<file path="config.mk">
export PLATFORM = sky130hd
export DESIGN_NAME = gdfc_counter
export DESIGN_NICKNAME = d
export VERILOG_FILES = /design/src/gdfc_pkg.sv /design/src/gdfc_counter.sv
export VERILOG_INCLUDE_DIRS = /design/src /design/src/src
export SDC_FILE = /design/constraint.sdc
export NUM_CORES = 1
export LEC_CHECK = 0
export BUFFER_PORTS_ARGS = -buffer_cell sky130_fd_sc_hd__buf_2
export CORE_UTILIZATION = 54
export DETAILED_ROUTE_END_ITERATION = 8
export GPL_ROUTABILITY_DRIVEN = 0
export PLACE_DENSITY = 0.81
export SYNTH_ARGS = -nofsm -noshare
export SYNTH_HDL_FRONTEND = slang
export SYNTH_SLANG_ARGS = --single-unit
</file>
<file path="constraint.sdc">
create_clock -name pclk -period 6.6 [get_ports pclk]
set_clock_uncertainty 0.1 [all_clocks]
set_input_delay 0.99 -clock pclk [delete_from_list [all_inputs] [get_ports pclk]]
set_output_delay 0.99 -clock pclk [all_outputs]
set_load 0.005 [all_outputs]
</file>
<file path="src/gdfc_regs.svh">
`ifndef GDFC_REGS_SVH
`define GDFC_REGS_SVH

// Reference rate of the time base, in hertz.
`define GDFC_REF_HZ 100000
// Decade divide ratio of each time-base stage.
`define GDFC_DECADE 10
// Number of decade counters in the chain.
`define GDFC_NUM_DIGITS 5
// Display time bounds, in milliseconds.
`define GDFC_DISP_MIN_MS 500
`define GDFC_DISP_MAX_MS 5000
// Reset pulse length, in clock cycles.
`define GDFC_CLR_CYCLES 4
// Gate period selections.
`define GDFC_SEL_100MS 2'h0
`define GDFC_SEL_1S 2'h1
`define GDFC_SEL_10S 2'h2
`define GDFC_SEL_MANUAL 2'h3
// APB register byte offsets.
`define GDFC_OFF_CTRL 12'h000
`define GDFC_OFF_DISP 12'h004
`define GDFC_OFF_STAT 12'h008
`define GDFC_OFF_COUNT 12'h00c
// Reset values.
`define GDFC_CTRL_RST 32'h0000_0000
`define GDFC_DISP_RST 16'h01f4
// Control field positions.
`define GDFC_CTRL_SEL_LSB 0
`define GDFC_CTRL_INF_BIT 2
`define GDFC_CTRL_EXTREF_BIT 3
`define GDFC_CTRL_EXTGATE_BIT 4
`define GDFC_CTRL_BTN_BIT 5
`define GDFC_CTRL_MRST_BIT 6

`endif

</file>
<file path="src/gdfc_pkg.sv">
package gdfc_pkg;
  // Phases of the measurement cycle.
  typedef enum logic [1:0] {
    GDFC_ARMED = 2'b00,
    GDFC_COUNT = 2'b01,
    GDFC_HOLD = 2'b11,
    GDFC_CLEAR = 2'b10
  } gdfc_phase_type;
  // One-hot digit of a decade.
  typedef logic [9:0] gdfc_digit_type;
endpackage : gdfc_pkg

</file>
<file path="src/gdfc_counter.sv">
`timescale 1ns/1ns
`include "gdfc_regs.svh"

// What this block does
// - Divide reference into 0.1, 1, 10 s ticks.
// - Reference from internal or external source.
// - Time-base pulse opens closed main gate.
// - Open gate passes input pulses to decades.
// - Next time-base pulse closes main gate.
// - Closing gate shuts time-base gate too.
// - Hold count for adjustable display time.
// - Timer expiry clears decades, reopens time-base gate.
// - Infinite display suppresses the clear pulse.
// - Manual mode: gate follows released button.
// - Manual close starts normal display cycle.
// - Aux gate and reset in; carry, reset out.
// - Each decade is one-hot ring of ten.
// - Decade carries on nine-to-zero step.
// - Zero-setting forces digit zero, blocks carry out.
// - One clear zeroes all decades together.
module gdfc_counter #(
  parameter int NUM_DIGITS = `GDFC_NUM_DIGITS,
  parameter int CLK_HZ = 100000000,
  parameter int CLR_CYCLES = `GDFC_CLR_CYCLES
) (
  input wire logic pclk,
  input wire logic presetn,
  input wire logic psel,
  input wire logic penable,
  input wire logic pwrite,
  input wire logic [11:0] paddr,
  input wire logic [31:0] pwdata,
  output logic [31:0] prdata,
  output logic pready,
  output logic pslverr,
  input wire logic int_ref,
  input wire logic ext_ref,
  input wire logic sig_in,
  input wire logic aux_gate,
  input wire logic aux_gate_en,
  input wire logic aux_reset,
  output logic carry_out,
  output logic reset_out,
  output logic gate_open,
  output gdfc_pkg::gdfc_digit_type digits [NUM_DIGITS]
);
  import gdfc_pkg::*;

  // ---------------------------------------------------------------------
  // Constants
  // ---------------------------------------------------------------------
  // Clock cycles per millisecond of display time.
  localparam int CYC_PER_MS = CLK_HZ / 1000;

  // ---------------------------------------------------------------------
  // Register file
  // ---------------------------------------------------------------------
  logic [6:0] ctrl; // Select, infinite, ext ref, ext gate, button, reset.
  logic [6:0] next_ctrl; // Next control value.
  logic [15:0] disp_ms; // Display time in milliseconds.
  logic [15:0] next_disp_ms; // Next display time.
  logic [31:0] next_prdata; // Next read data.
  logic next_pslverr; // Next error answer.
  logic next_pready; // Next ready.
  logic wr_en; // Write access phase.
  logic mrst_pulse; // Manual reset pulse from software.
  logic [15:0] disp_clamped; // Display time limited to its range.
  gdfc_phase_type phase; // Measurement phase.
  logic tb_gate; // Time-base gate flip-flop.
  logic [19:0] bcd; // Low five digits as BCD for software.

  // Decode APB accesses; the answer comes after one wait state.
  always_comb begin
    wr_en = psel && penable && pwrite && pready;
    next_ctrl = ctrl;
    next_ctrl[`GDFC_CTRL_MRST_BIT] = 1'b0;
    next_disp_ms = disp_ms;
    next_pready = psel && penable && !pready;
    next_pslverr = 1'b0;
    next_prdata = 32'h0000_0000;
    if (psel && penable && !pready) begin
      unique case (paddr)
        `GDFC_OFF_CTRL: begin
          next_prdata = {26'h000_0000, ctrl[5:0]};
        end
        `GDFC_OFF_DISP: begin
          next_prdata = {16'h0000, disp_ms};
        end
        `GDFC_OFF_STAT: begin
          next_prdata = {28'h000_0000, phase, gate_open, tb_gate};
          next_pslverr = pwrite;
        end
        `GDFC_OFF_COUNT: begin
          next_prdata = {12'h000, bcd};
          next_pslverr = pwrite;
        end
        default: begin
          // Unmapped addresses answer with an error.
          next_pslverr = 1'b1;
        end
      endcase
    end
    // Writes land on the edge that completes the transfer.
    if (wr_en && paddr == `GDFC_OFF_CTRL) begin
      next_ctrl = pwdata[6:0];
    end
    if (wr_en && paddr == `GDFC_OFF_DISP) begin
      next_disp_ms = pwdata[15:0];
    end
    mrst_pulse = ctrl[`GDFC_CTRL_MRST_BIT];
    if (disp_ms < 16'(`GDFC_DISP_MIN_MS)) begin
      disp_clamped = 16'(`GDFC_DISP_MIN_MS);
    end else if (disp_ms > 16'(`GDFC_DISP_MAX_MS)) begin
      disp_clamped = 16'(`GDFC_DISP_MAX_MS);
    end else begin
      disp_clamped = disp_ms;
    end
  end

  // Register the bus state.
  always_ff @(posedge pclk or negedge presetn) begin
    if (!presetn) begin
      ctrl <= 7'h00;
      disp_ms <= `GDFC_DISP_RST;
      prdata <= 32'h0000_0000;
      pready <= 1'b0;
      pslverr <= 1'b0;
    end else begin
      ctrl <= next_ctrl;
      disp_ms <= next_disp_ms;
      prdata <= next_prdata;
      pready <= next_pready;
      pslverr <= next_pslverr;
    end
  end

  // ---------------------------------------------------------------------
  // Edge detection and time base
  // ---------------------------------------------------------------------
  logic [1:0] ref_q; // Reference history.
  logic [1:0] sig_q; // Input signal history.
  logic ref_pick; // Selected reference level.
  logic ref_tick; // One 100 kHz reference pulse.
  logic sig_tick; // One input signal pulse.
  logic [13:0] tb_div; // Divide-by-10000 prescaler.
  logic [13:0] next_tb_div; // Next prescaler value.
  logic [6:0] tb_dec; // Decades for 1 s and 10 s.
  logic [6:0] next_tb_dec; // Next decade divider value.
  logic tb_tick; // Selected time-base pulse.

  // Pick the reference source and form single-cycle rising-edge pulses.
  always_comb begin
    ref_pick = ctrl[`GDFC_CTRL_EXTREF_BIT] ? ext_ref : int_ref;
    ref_tick = ref_q[0] && !ref_q[1];
    sig_tick = sig_q[0] && !sig_q[1];
    next_tb_div = tb_div;
    next_tb_dec = tb_dec;
    if (ref_tick) begin
      if (tb_div == 14'(`GDFC_REF_HZ / 10 - 1)) begin
        next_tb_div = 14'h0000;
        next_tb_dec = (tb_dec == 7'(`GDFC_DECADE * `GDFC_DECADE - 1)) ?
          7'h00 : tb_dec + 7'h01;
      end else begin
        next_tb_div = tb_div + 14'h0001;
      end
    end
    tb_tick = 1'b0;
    if (ref_tick && tb_div == 14'(`GDFC_REF_HZ / 10 - 1)) begin
      unique case (ctrl[1:0])
        `GDFC_SEL_100MS: tb_tick = 1'b1;
        `GDFC_SEL_1S: tb_tick = (tb_dec % 7'h0a) == 7'h09;
        `GDFC_SEL_10S: tb_tick = tb_dec == 7'h63;
        `GDFC_SEL_MANUAL: tb_tick = 1'b0;
      endcase
    end
  end

  // Register the edge history and dividers.
  always_ff @(posedge pclk or negedge presetn) begin
    if (!presetn) begin
      ref_q <= 2'b00;
      sig_q <= 2'b00;
      tb_div <= 14'h0000;
      tb_dec <= 7'h00;
    end else begin
      ref_q <= {ref_q[0], ref_pick};
      sig_q <= {sig_q[0], sig_in};
      tb_div <= next_tb_div;
      tb_dec <= next_tb_dec;
    end
  end

  // ---------------------------------------------------------------------
  // Gate sequencer
  // ---------------------------------------------------------------------
  gdfc_phase_type next_phase; // Next phase.
  logic next_tb_gate; // Next time-base gate.
  logic next_gate_open; // Next main gate.
  logic [31:0] hold_cnt; // Display and clear timer.
  logic [31:0] next_hold_cnt; // Next timer value.
  logic clear; // Zero-setting for all decades.
  logic next_reset_out; // Next reset output.
  logic manual; // Manual or external gating in force.
  logic man_level; // Gate level wanted in manual gating.

  // Step the gate flip-flops, display timer and clear pulse.
  always_comb begin
    manual = ctrl[1:0] == `GDFC_SEL_MANUAL || aux_gate_en;
    man_level = aux_gate_en ? aux_gate : !ctrl[`GDFC_CTRL_BTN_BIT];
    next_phase = phase;
    next_tb_gate = tb_gate;
    next_gate_open = gate_open;
    next_hold_cnt = hold_cnt;
    unique case (phase)
      GDFC_ARMED: begin
        if ((manual && man_level) || (!manual && tb_gate && tb_tick)) begin
          next_gate_open = 1'b1;
          next_phase = GDFC_COUNT;
        end
      end
      GDFC_COUNT: begin
        if ((manual && !man_level) || (!manual && tb_tick)) begin
          next_gate_open = 1'b0;
          next_tb_gate = 1'b0;
          next_hold_cnt = 32'(disp_clamped) * 32'(CYC_PER_MS);
          next_phase = GDFC_HOLD;
        end
      end
      GDFC_HOLD: begin
        if (!ctrl[`GDFC_CTRL_INF_BIT] && hold_cnt > 32'h0000_0001) begin
          next_hold_cnt = hold_cnt - 32'h0000_0001;
        end else if (!ctrl[`GDFC_CTRL_INF_BIT]) begin
          next_hold_cnt = 32'(CLR_CYCLES);
          next_phase = GDFC_CLEAR;
        end
      end
      GDFC_CLEAR: begin
        if (hold_cnt > 32'h0000_0001) begin
          next_hold_cnt = hold_cnt - 32'h0000_0001;
        end else begin
          next_tb_gate = 1'b1;
          next_phase = GDFC_ARMED;
        end
      end
    endcase
    if (aux_reset || mrst_pulse) begin
      next_gate_open = 1'b0;
      next_hold_cnt = 32'(CLR_CYCLES);
      next_phase = GDFC_CLEAR;
    end
    clear = phase == GDFC_CLEAR;
    next_reset_out = next_phase == GDFC_CLEAR;
  end

  always_ff @(posedge pclk or negedge presetn) begin
    if (!presetn) begin
      phase <= GDFC_ARMED;
      tb_gate <= 1'b1;
      gate_open <= 1'b0;
      hold_cnt <= 32'h0000_0000;
      reset_out <= 1'b0;
    end else begin
      phase <= next_phase;
      tb_gate <= next_tb_gate;
      gate_open <= next_gate_open;
      hold_cnt <= next_hold_cnt;
      reset_out <= next_reset_out;
    end
  end

  // ---------------------------------------------------------------------
  // Decade chain
  // ---------------------------------------------------------------------
  logic [NUM_DIGITS:0] step; // Advance into each decade.
  gdfc_digit_type next_digits [NUM_DIGITS]; // Next ring states.
  logic next_carry_out; // Next carry output.

  // Advance the rings; each carries on its nine-to-zero step.
  always_comb begin
    step[0] = gate_open && sig_tick;
    bcd = 20'h0_0000;
    for (int i = 0; i < NUM_DIGITS; i++) begin
      step[i + 1] = step[i] && digits[i][9];
      next_digits[i] = step[i] ? {digits[i][8:0], digits[i][9]} : digits[i];
      if (clear) begin
        next_digits[i] = 10'h001;
      end
      if (i < 5) begin
        for (int d = 0; d < 10; d++) begin
          if (digits[i][d]) begin
            bcd[i * 4 +: 4] = 4'(d);
          end
        end
      end
    end
    next_carry_out = step[NUM_DIGITS] && !clear;
  end

  // Register the rings.
  always_ff @(posedge pclk or negedge presetn) begin
    if (!presetn) begin
      for (int i = 0; i < NUM_DIGITS; i++) begin
        digits[i] <= 10'h001;
      end
      carry_out <= 1'b0;
    end else begin
      digits <= next_digits;
      carry_out <= next_carry_out;
    end
  end
endmodule : gdfc_counter

</file>
[Word level (Yosys, flattened, before mapping)]
Cells that the tools add are included.
Word-level totals
  input bits: 55
  flip-flop bits (word level): 170
  output and inout port bits: 87
  logic and storage cells: 186
Cells by class
  equal/unequal tests: 19
  $lt $le $gt $ge: 3
  divide/modulo/power cells: 1
  add/subtract/negate cells: 3
  multiplexer cells: 87
  $mul: 1
  reductions and logical operators: 51
Operators with widths (count)
  32-bit two-way mux: 6
  4-bit two-way mux: 40
  10-bit two-way mux: 10
  32-bit one-hot mux with 3 select lines: 1
  20-bit one-hot mux with 4 select lines: 1
  32-bit by 1-bit greater-than comparator with 1-bit output (second input constant): 1
  16-bit two-way mux: 2
  32-bit by 1-bit subtractor with 32-bit output (second input constant): 1
  16-bit by 12-bit multiplier with 27-bit output (second input constant): 1
  12-bit by 4-bit equality test with 1-bit output (second input constant): 2
  1-bit logical AND: 22
  16-bit by 13-bit greater-than comparator with 1-bit output (second input constant): 1
  16-bit by 9-bit < comparator with 1-bit output (second input constant): 1
  14-bit by 1-bit adder with 14-bit output (second input constant): 1
  14-bit equality test (second input constant): 1
  14-bit two-way mux: 1
  7-bit two-way mux: 2
  1-bit two-way mux: 13
  12-bit by 3-bit equality test with 1-bit output (second input constant): 1
  12-bit zero test: 1
  2-bit two-way mux: 6
  2-bit nonzero test: 6
  2-bit equality test (second input constant): 5
  1-bit zero test: 8
  other kinds (20): 31

[Logic depth before layout (Yosys ltp)]
  depth in word-level cells: 11
  mapped depth: 21
  gate-level depth less buffers: 21

[Worst setup path after synthesis]
Ideal clock, no wire load.
  path type: register -> register
  start point: register disp_ms[14]
  end point: register hold_cnt[29]
  data required time: 6.431 ns
  library setup time: 0.069 ns
  path slack: 0.385 ns
  period minus slack after synthesis: 6.215 ns
  stages on the path, launching flop included: 22
  arrival time: 6.046 ns
  buffers on the path: 0
  cells stage by stage: dfrtp_1 > nor4_1 > o21ai_0 > nor4_1 > nor3_1 > and2_1 > ha_1 > ha_1 > inv_1 > fa_1 > fa_1 > inv_1 > fa_1 > ha_1 > and3_1 > nand3_1 > or3b_2 > and4b_1 > nor3b_1 > nor3_1 > or3b_1 > nand3_1
Between the ends
  cells in the longest elaborated chain, start to end: 7
  elaborated cells between the ends (all ways): 8
  classes of those cells: 1 x mul; 2 x order compare; 5 x mux
Ends and longest elaborated chain
  from (decl): line gdfc_counter.sv:60  | logic [15:0] disp_ms;
  from (signal assigned): line gdfc_counter.sv:124  | disp_ms <= `GDFC_DISP_RST;
  from (signal assigned): line gdfc_counter.sv:130  | disp_ms <= next_disp_ms;
  16-bit by 13-bit greater-than comparator with 1-bit output: line gdfc_counter.sv:113  | end else if (disp_ms > 16'(`GDFC_DISP_MAX_MS)) begin
  16-bit two-way mux: line gdfc_counter.sv:113
  16-bit two-way mux *: line gdfc_counter.sv:111  | if (disp_ms < 16'(`GDFC_DISP_MIN_MS)) begin
  16-bit by 12-bit multiplier with 27-bit output *: line gdfc_counter.sv:225  | next_hold_cnt = 32'(disp_clamped) * 32'(CYC_PER_MS);
  32-bit two-way mux *: line gdfc_counter.sv:222  | if ((manual && !man_level) || (!manual && tb_tick)) begin
  32-bit one-hot mux with 3 select lines *: line gdfc_counter.sv:214  | unique case (phase)
  32-bit two-way mux *: line gdfc_counter.sv:246  | if (aux_reset || mrst_pulse) begin
  to (signal assigned): line gdfc_counter.sv:266  | hold_cnt <= next_hold_cnt;
  to (decl): line gdfc_counter.sv:199  | logic [31:0] hold_cnt;
Mark *: on every way between the ends. The rest lies on a longest branch, timed or not. The select of a mux whose other input is x is not followed.
A chain may end at the register's enable or synchronous reset.

[Worst setup path after layout]
Same ends and word-level chain as after synthesis.

==> reports/metrics.yaml <==
timing:
  tightestPinTransition_ps: 994
  worst_slack_ps: 359
  hold_viol: 0
  fin_hold_ws_ps: 284
  slew_headroom: 0.338
  fin_crit_sh: 0.946
  fmax_mhz: 160
  maxSlewViolCount: 0
  finalSetupViolCount: 0
  fin_crit_ps: 6240
global_route:
  grt_pass1_wl_um: 45100
  gr-total-overflow: 0
  grt_pass1_vias: 9445
  grt_usage: 0.258
  antenna_found_initial: 3
  grt_max_degree: 106
logic_synthesis:
  synthArstFlopShare: 1.00
  synth_edf_count: 0
  synth_commonest_cells: "nand2_1, dfrtp_1, a21oi_1"
  synth.area.top_cells: "dfrtp_1, ha_1, fa_1"
  synth_most_common_cell: "nand2_1"
  ys_ff_latch: 158
  synthesis.area_um2: 11400
  synth_top_cell_by_area: "dfrtp_1"
  synthFlopType: "dfrtp_1"
  ys_seq_area_frac: 0.348
  synthCells: 1268
  synth_area_per_cell_um2: 8.99
  synth_cell_type_count: 78
  yosysWarnings: 0
  synth_top_area_frac: 0.321
clock_tree:
  clock-sinks: 158
  cts_tree: "done"
  clock_latency_ps: 440
  clock_path_buffers: 2
  cts-root-buf: "clkbuf_16"
  htreeDepth: 4
  numCtsBuffers: 17
  postCtsSetupBuffers: 0
  clk_pin_slew_worst_paths_ps: 70
cells_and_area:
  final_nets: 1585
  synthToLayoutAreaGrowth_pct: 12.4
  drive_gt1_frac: 0.157
  fin_util: 0.625
placed_design:
  hpwl_um: 19700
  place_ws_ps: 281
  io_buffers: 113
worst_hold_path:
  min_from: "sig_q[0]$_DFF_PN0_"
  hold_path_end: "sig_q[1]$_DFF_PN0_"
  hold_depth: 0
  hp-class: "reg2reg"
die:
  start_util: 0.556
  pin_count: 142
  coreArea_um2: 20500
  rows: 52
  fp.dieH_um: 147
  die-width_um: 147
  dieArea_um2: 21700
pwr:
  p_leak_nw: 6.24
  powerDensity_nw_per_um2: 250
  ir_drop_uv: 185
drt:
  wl_per_cell_um: 16.3
  final_antenna_net_count: 0
  drt_iter0_drc: 654
  dr_total_vias: 9565
  drcViolationCount: 0
  first_pass_iters: 5
  routed_wl_um: 27100
  viasPerCell: 5.75
worst_setup_path:
  reg2regPathDepth: 22
  r2r_setup_slack_ps: 360
  end_kind: "flop"
  worstPathArrival_ps: 6500
  start_kind: "flop"
  worstReg2RegEnd: "hold_cnt[29]$_DFFE_PN0P_"
  path_class: "reg2reg"
  r2r-start: "disp_ms[14]$_DFFE_PN0P_"
  cp_max_fo: 6
  critPathRequiredTime_ps: 6860
run:
  maxCapViolCount: 0
run_status:
  outcome: "finished clean"
==> per-layer routing <==
layer,routed length [um],global-route usage,part of all wire,vias up
li1,-,-,-,4610
met1,11900,0.338,0.44,4601
met2,13000,0.422,0.48,288
met3,1410,0.0516,0.052,66
met4,743,0.0959,0.027,0
met5,0,0,0,-
==> final cells by class <==
| cell class | count | area, um^2 |
|---|---|---|
| repair buffers | 125 | 662 |
| inverters | 116 | 435 |
| clock buffers | 18 | 429 |
| flip-flops and latches | 158 | 3970 |
| diodes | 3 | 7.51 |
| well taps | 270 | 338 |
| fillers | 1665 | 7680 |
| clock inverters | 14 | 146 |
| multi-input cells | 959 | 6830 |
==> state kept, by name (all words and copies together) (netlist names) <==
register,flops
digits,50
hold_cnt,32
prdata,20
disp_ms,16
tb_div,14
ctrl,7
tb_dec,7
phase,2
ref_q,2
sig_q,2
carry_out,1
gate_open,1
pready,1
pslverr,1
reset_out,1
tb_gate,1
==> placed cells by master, fill, tap and decap left out, types with 7 or more instances in the layout <==
cell type and count:
nand2_1 153, nor3_1 33, nand4_1 14, conb_1 25, clkbuf_16 17, nand3_1 20
nand2b_1 7, a31oi_1 12, dfstp_2 12, buf_4 12, ha_1 108, xnor2_1 26
or4_1 9, o211ai_1 10, and3_1 8, a21oi_1 118, nor2_1 91, o21a_1 8
nor4_1 11, a211oi_1 8, mux2_2 27, fa_1 44, o21ai_1 40, xor2_1 12
buf_2 112, dfrtp_1 146, o21ai_0 44, and2_1 9, nor2b_1 8, or3_1 9
inv_1 116, a21o_1 9
==> stage by stage <==
stage / setup TNS [ps] / power (mW) / cells / cell area, um^2
after floorplan: 0 / 1.99 / 1291 / 11500
after global placement: 0 / 2.21 / 1628 / 12200
after detailed placement: 0 / 2.23 / 1628 / 12200
after CTS: 0 / 3.21 / 1660 / 12800
after global routing: -3.12 / 3.40 / 1661 / 12800
final: 0 / 3.21 / 1663 / 12800
==> worst max-delay path: stages (launching register included) <==
cell and delay (ps):
dfrtp_1 420, nor4_2 290, buf_4 170, o21ai_0 110, nor4_2 260, buf_4 200
a21o_1 190, ha_1 270, ha_1 310, inv_1 70, fa_1 530, inv_1 50
fa_1 500, fa_1 500, ha_1 380, and3_1 220, nand3_1 80, or3b_2 520
and4b_1 220, nor3b_2 230, nor3_1 70, or3b_1 380, nand3_1 90
==> cell families (layout without fill, tap and decap cells) <==
kind of cell | after synthesis | after routing | share of synthesized area
other | 2 | 28 | 0.000659
flip-flops | 158 | 158 | 0.348
multiplexers | 30 | 30 | 0.0293
AND/OR/NAND/NOR | 411 | 411 | 0.175
buffers and inverters | 174 | 273 | 0.0628
adder cells (fa/ha/maj) | 153 | 153 | 0.197
XOR/XNOR | 38 | 38 | 0.0292
AO/OA/AOI/OAI | 302 | 302 | 0.158
==> timing repair <==
action | in CTS | in global routing
hold buffers | 0 | 0
endpoints found under the setup margin | 0 | 3
resized for setup | 0 | 4
hold endpoints to repair | 0 | 0
==> power breakdown <==
part	switching (mW)	total, mW	leakage (nW)	internal (mW)
sequential	0.105	1.18	2.12	1.07
combinational	0.704	1.06	3.84	0.360
clock	0.461	0.967	0.280	0.506
==> how the worst max path moves through the flow <==
| stage | startpoint | to | slack, ps |
|---|---|---|---|
| after global placement | disp_ms[14]$_DFFE_PN0P_ | hold_cnt[29]$_DFFE_PN0P_ | 340 |
| after global routing | disp_ms[14]$_DFFE_PN0P_ | hold_cnt[29]$_DFFE_PN0P_ | -3 |
| final | disp_ms[14]$_DFFE_PN0P_ | hold_cnt[29]$_DFFE_PN0P_ | 360 |
| after CTS | disp_ms[14]$_DFFE_PN0P_ | hold_cnt[29]$_DFFE_PN0P_ | 180 |
| after floorplan | disp_ms[14]$_DFFE_PN0P_ | hold_cnt[29]$_DFFE_PN0P_ | 390 |
| after detailed placement | disp_ms[14]$_DFFE_PN0P_ | hold_cnt[29]$_DFFE_PN0P_ | 280 |
No activity file was read; power rests on OpenSTA's default activity.
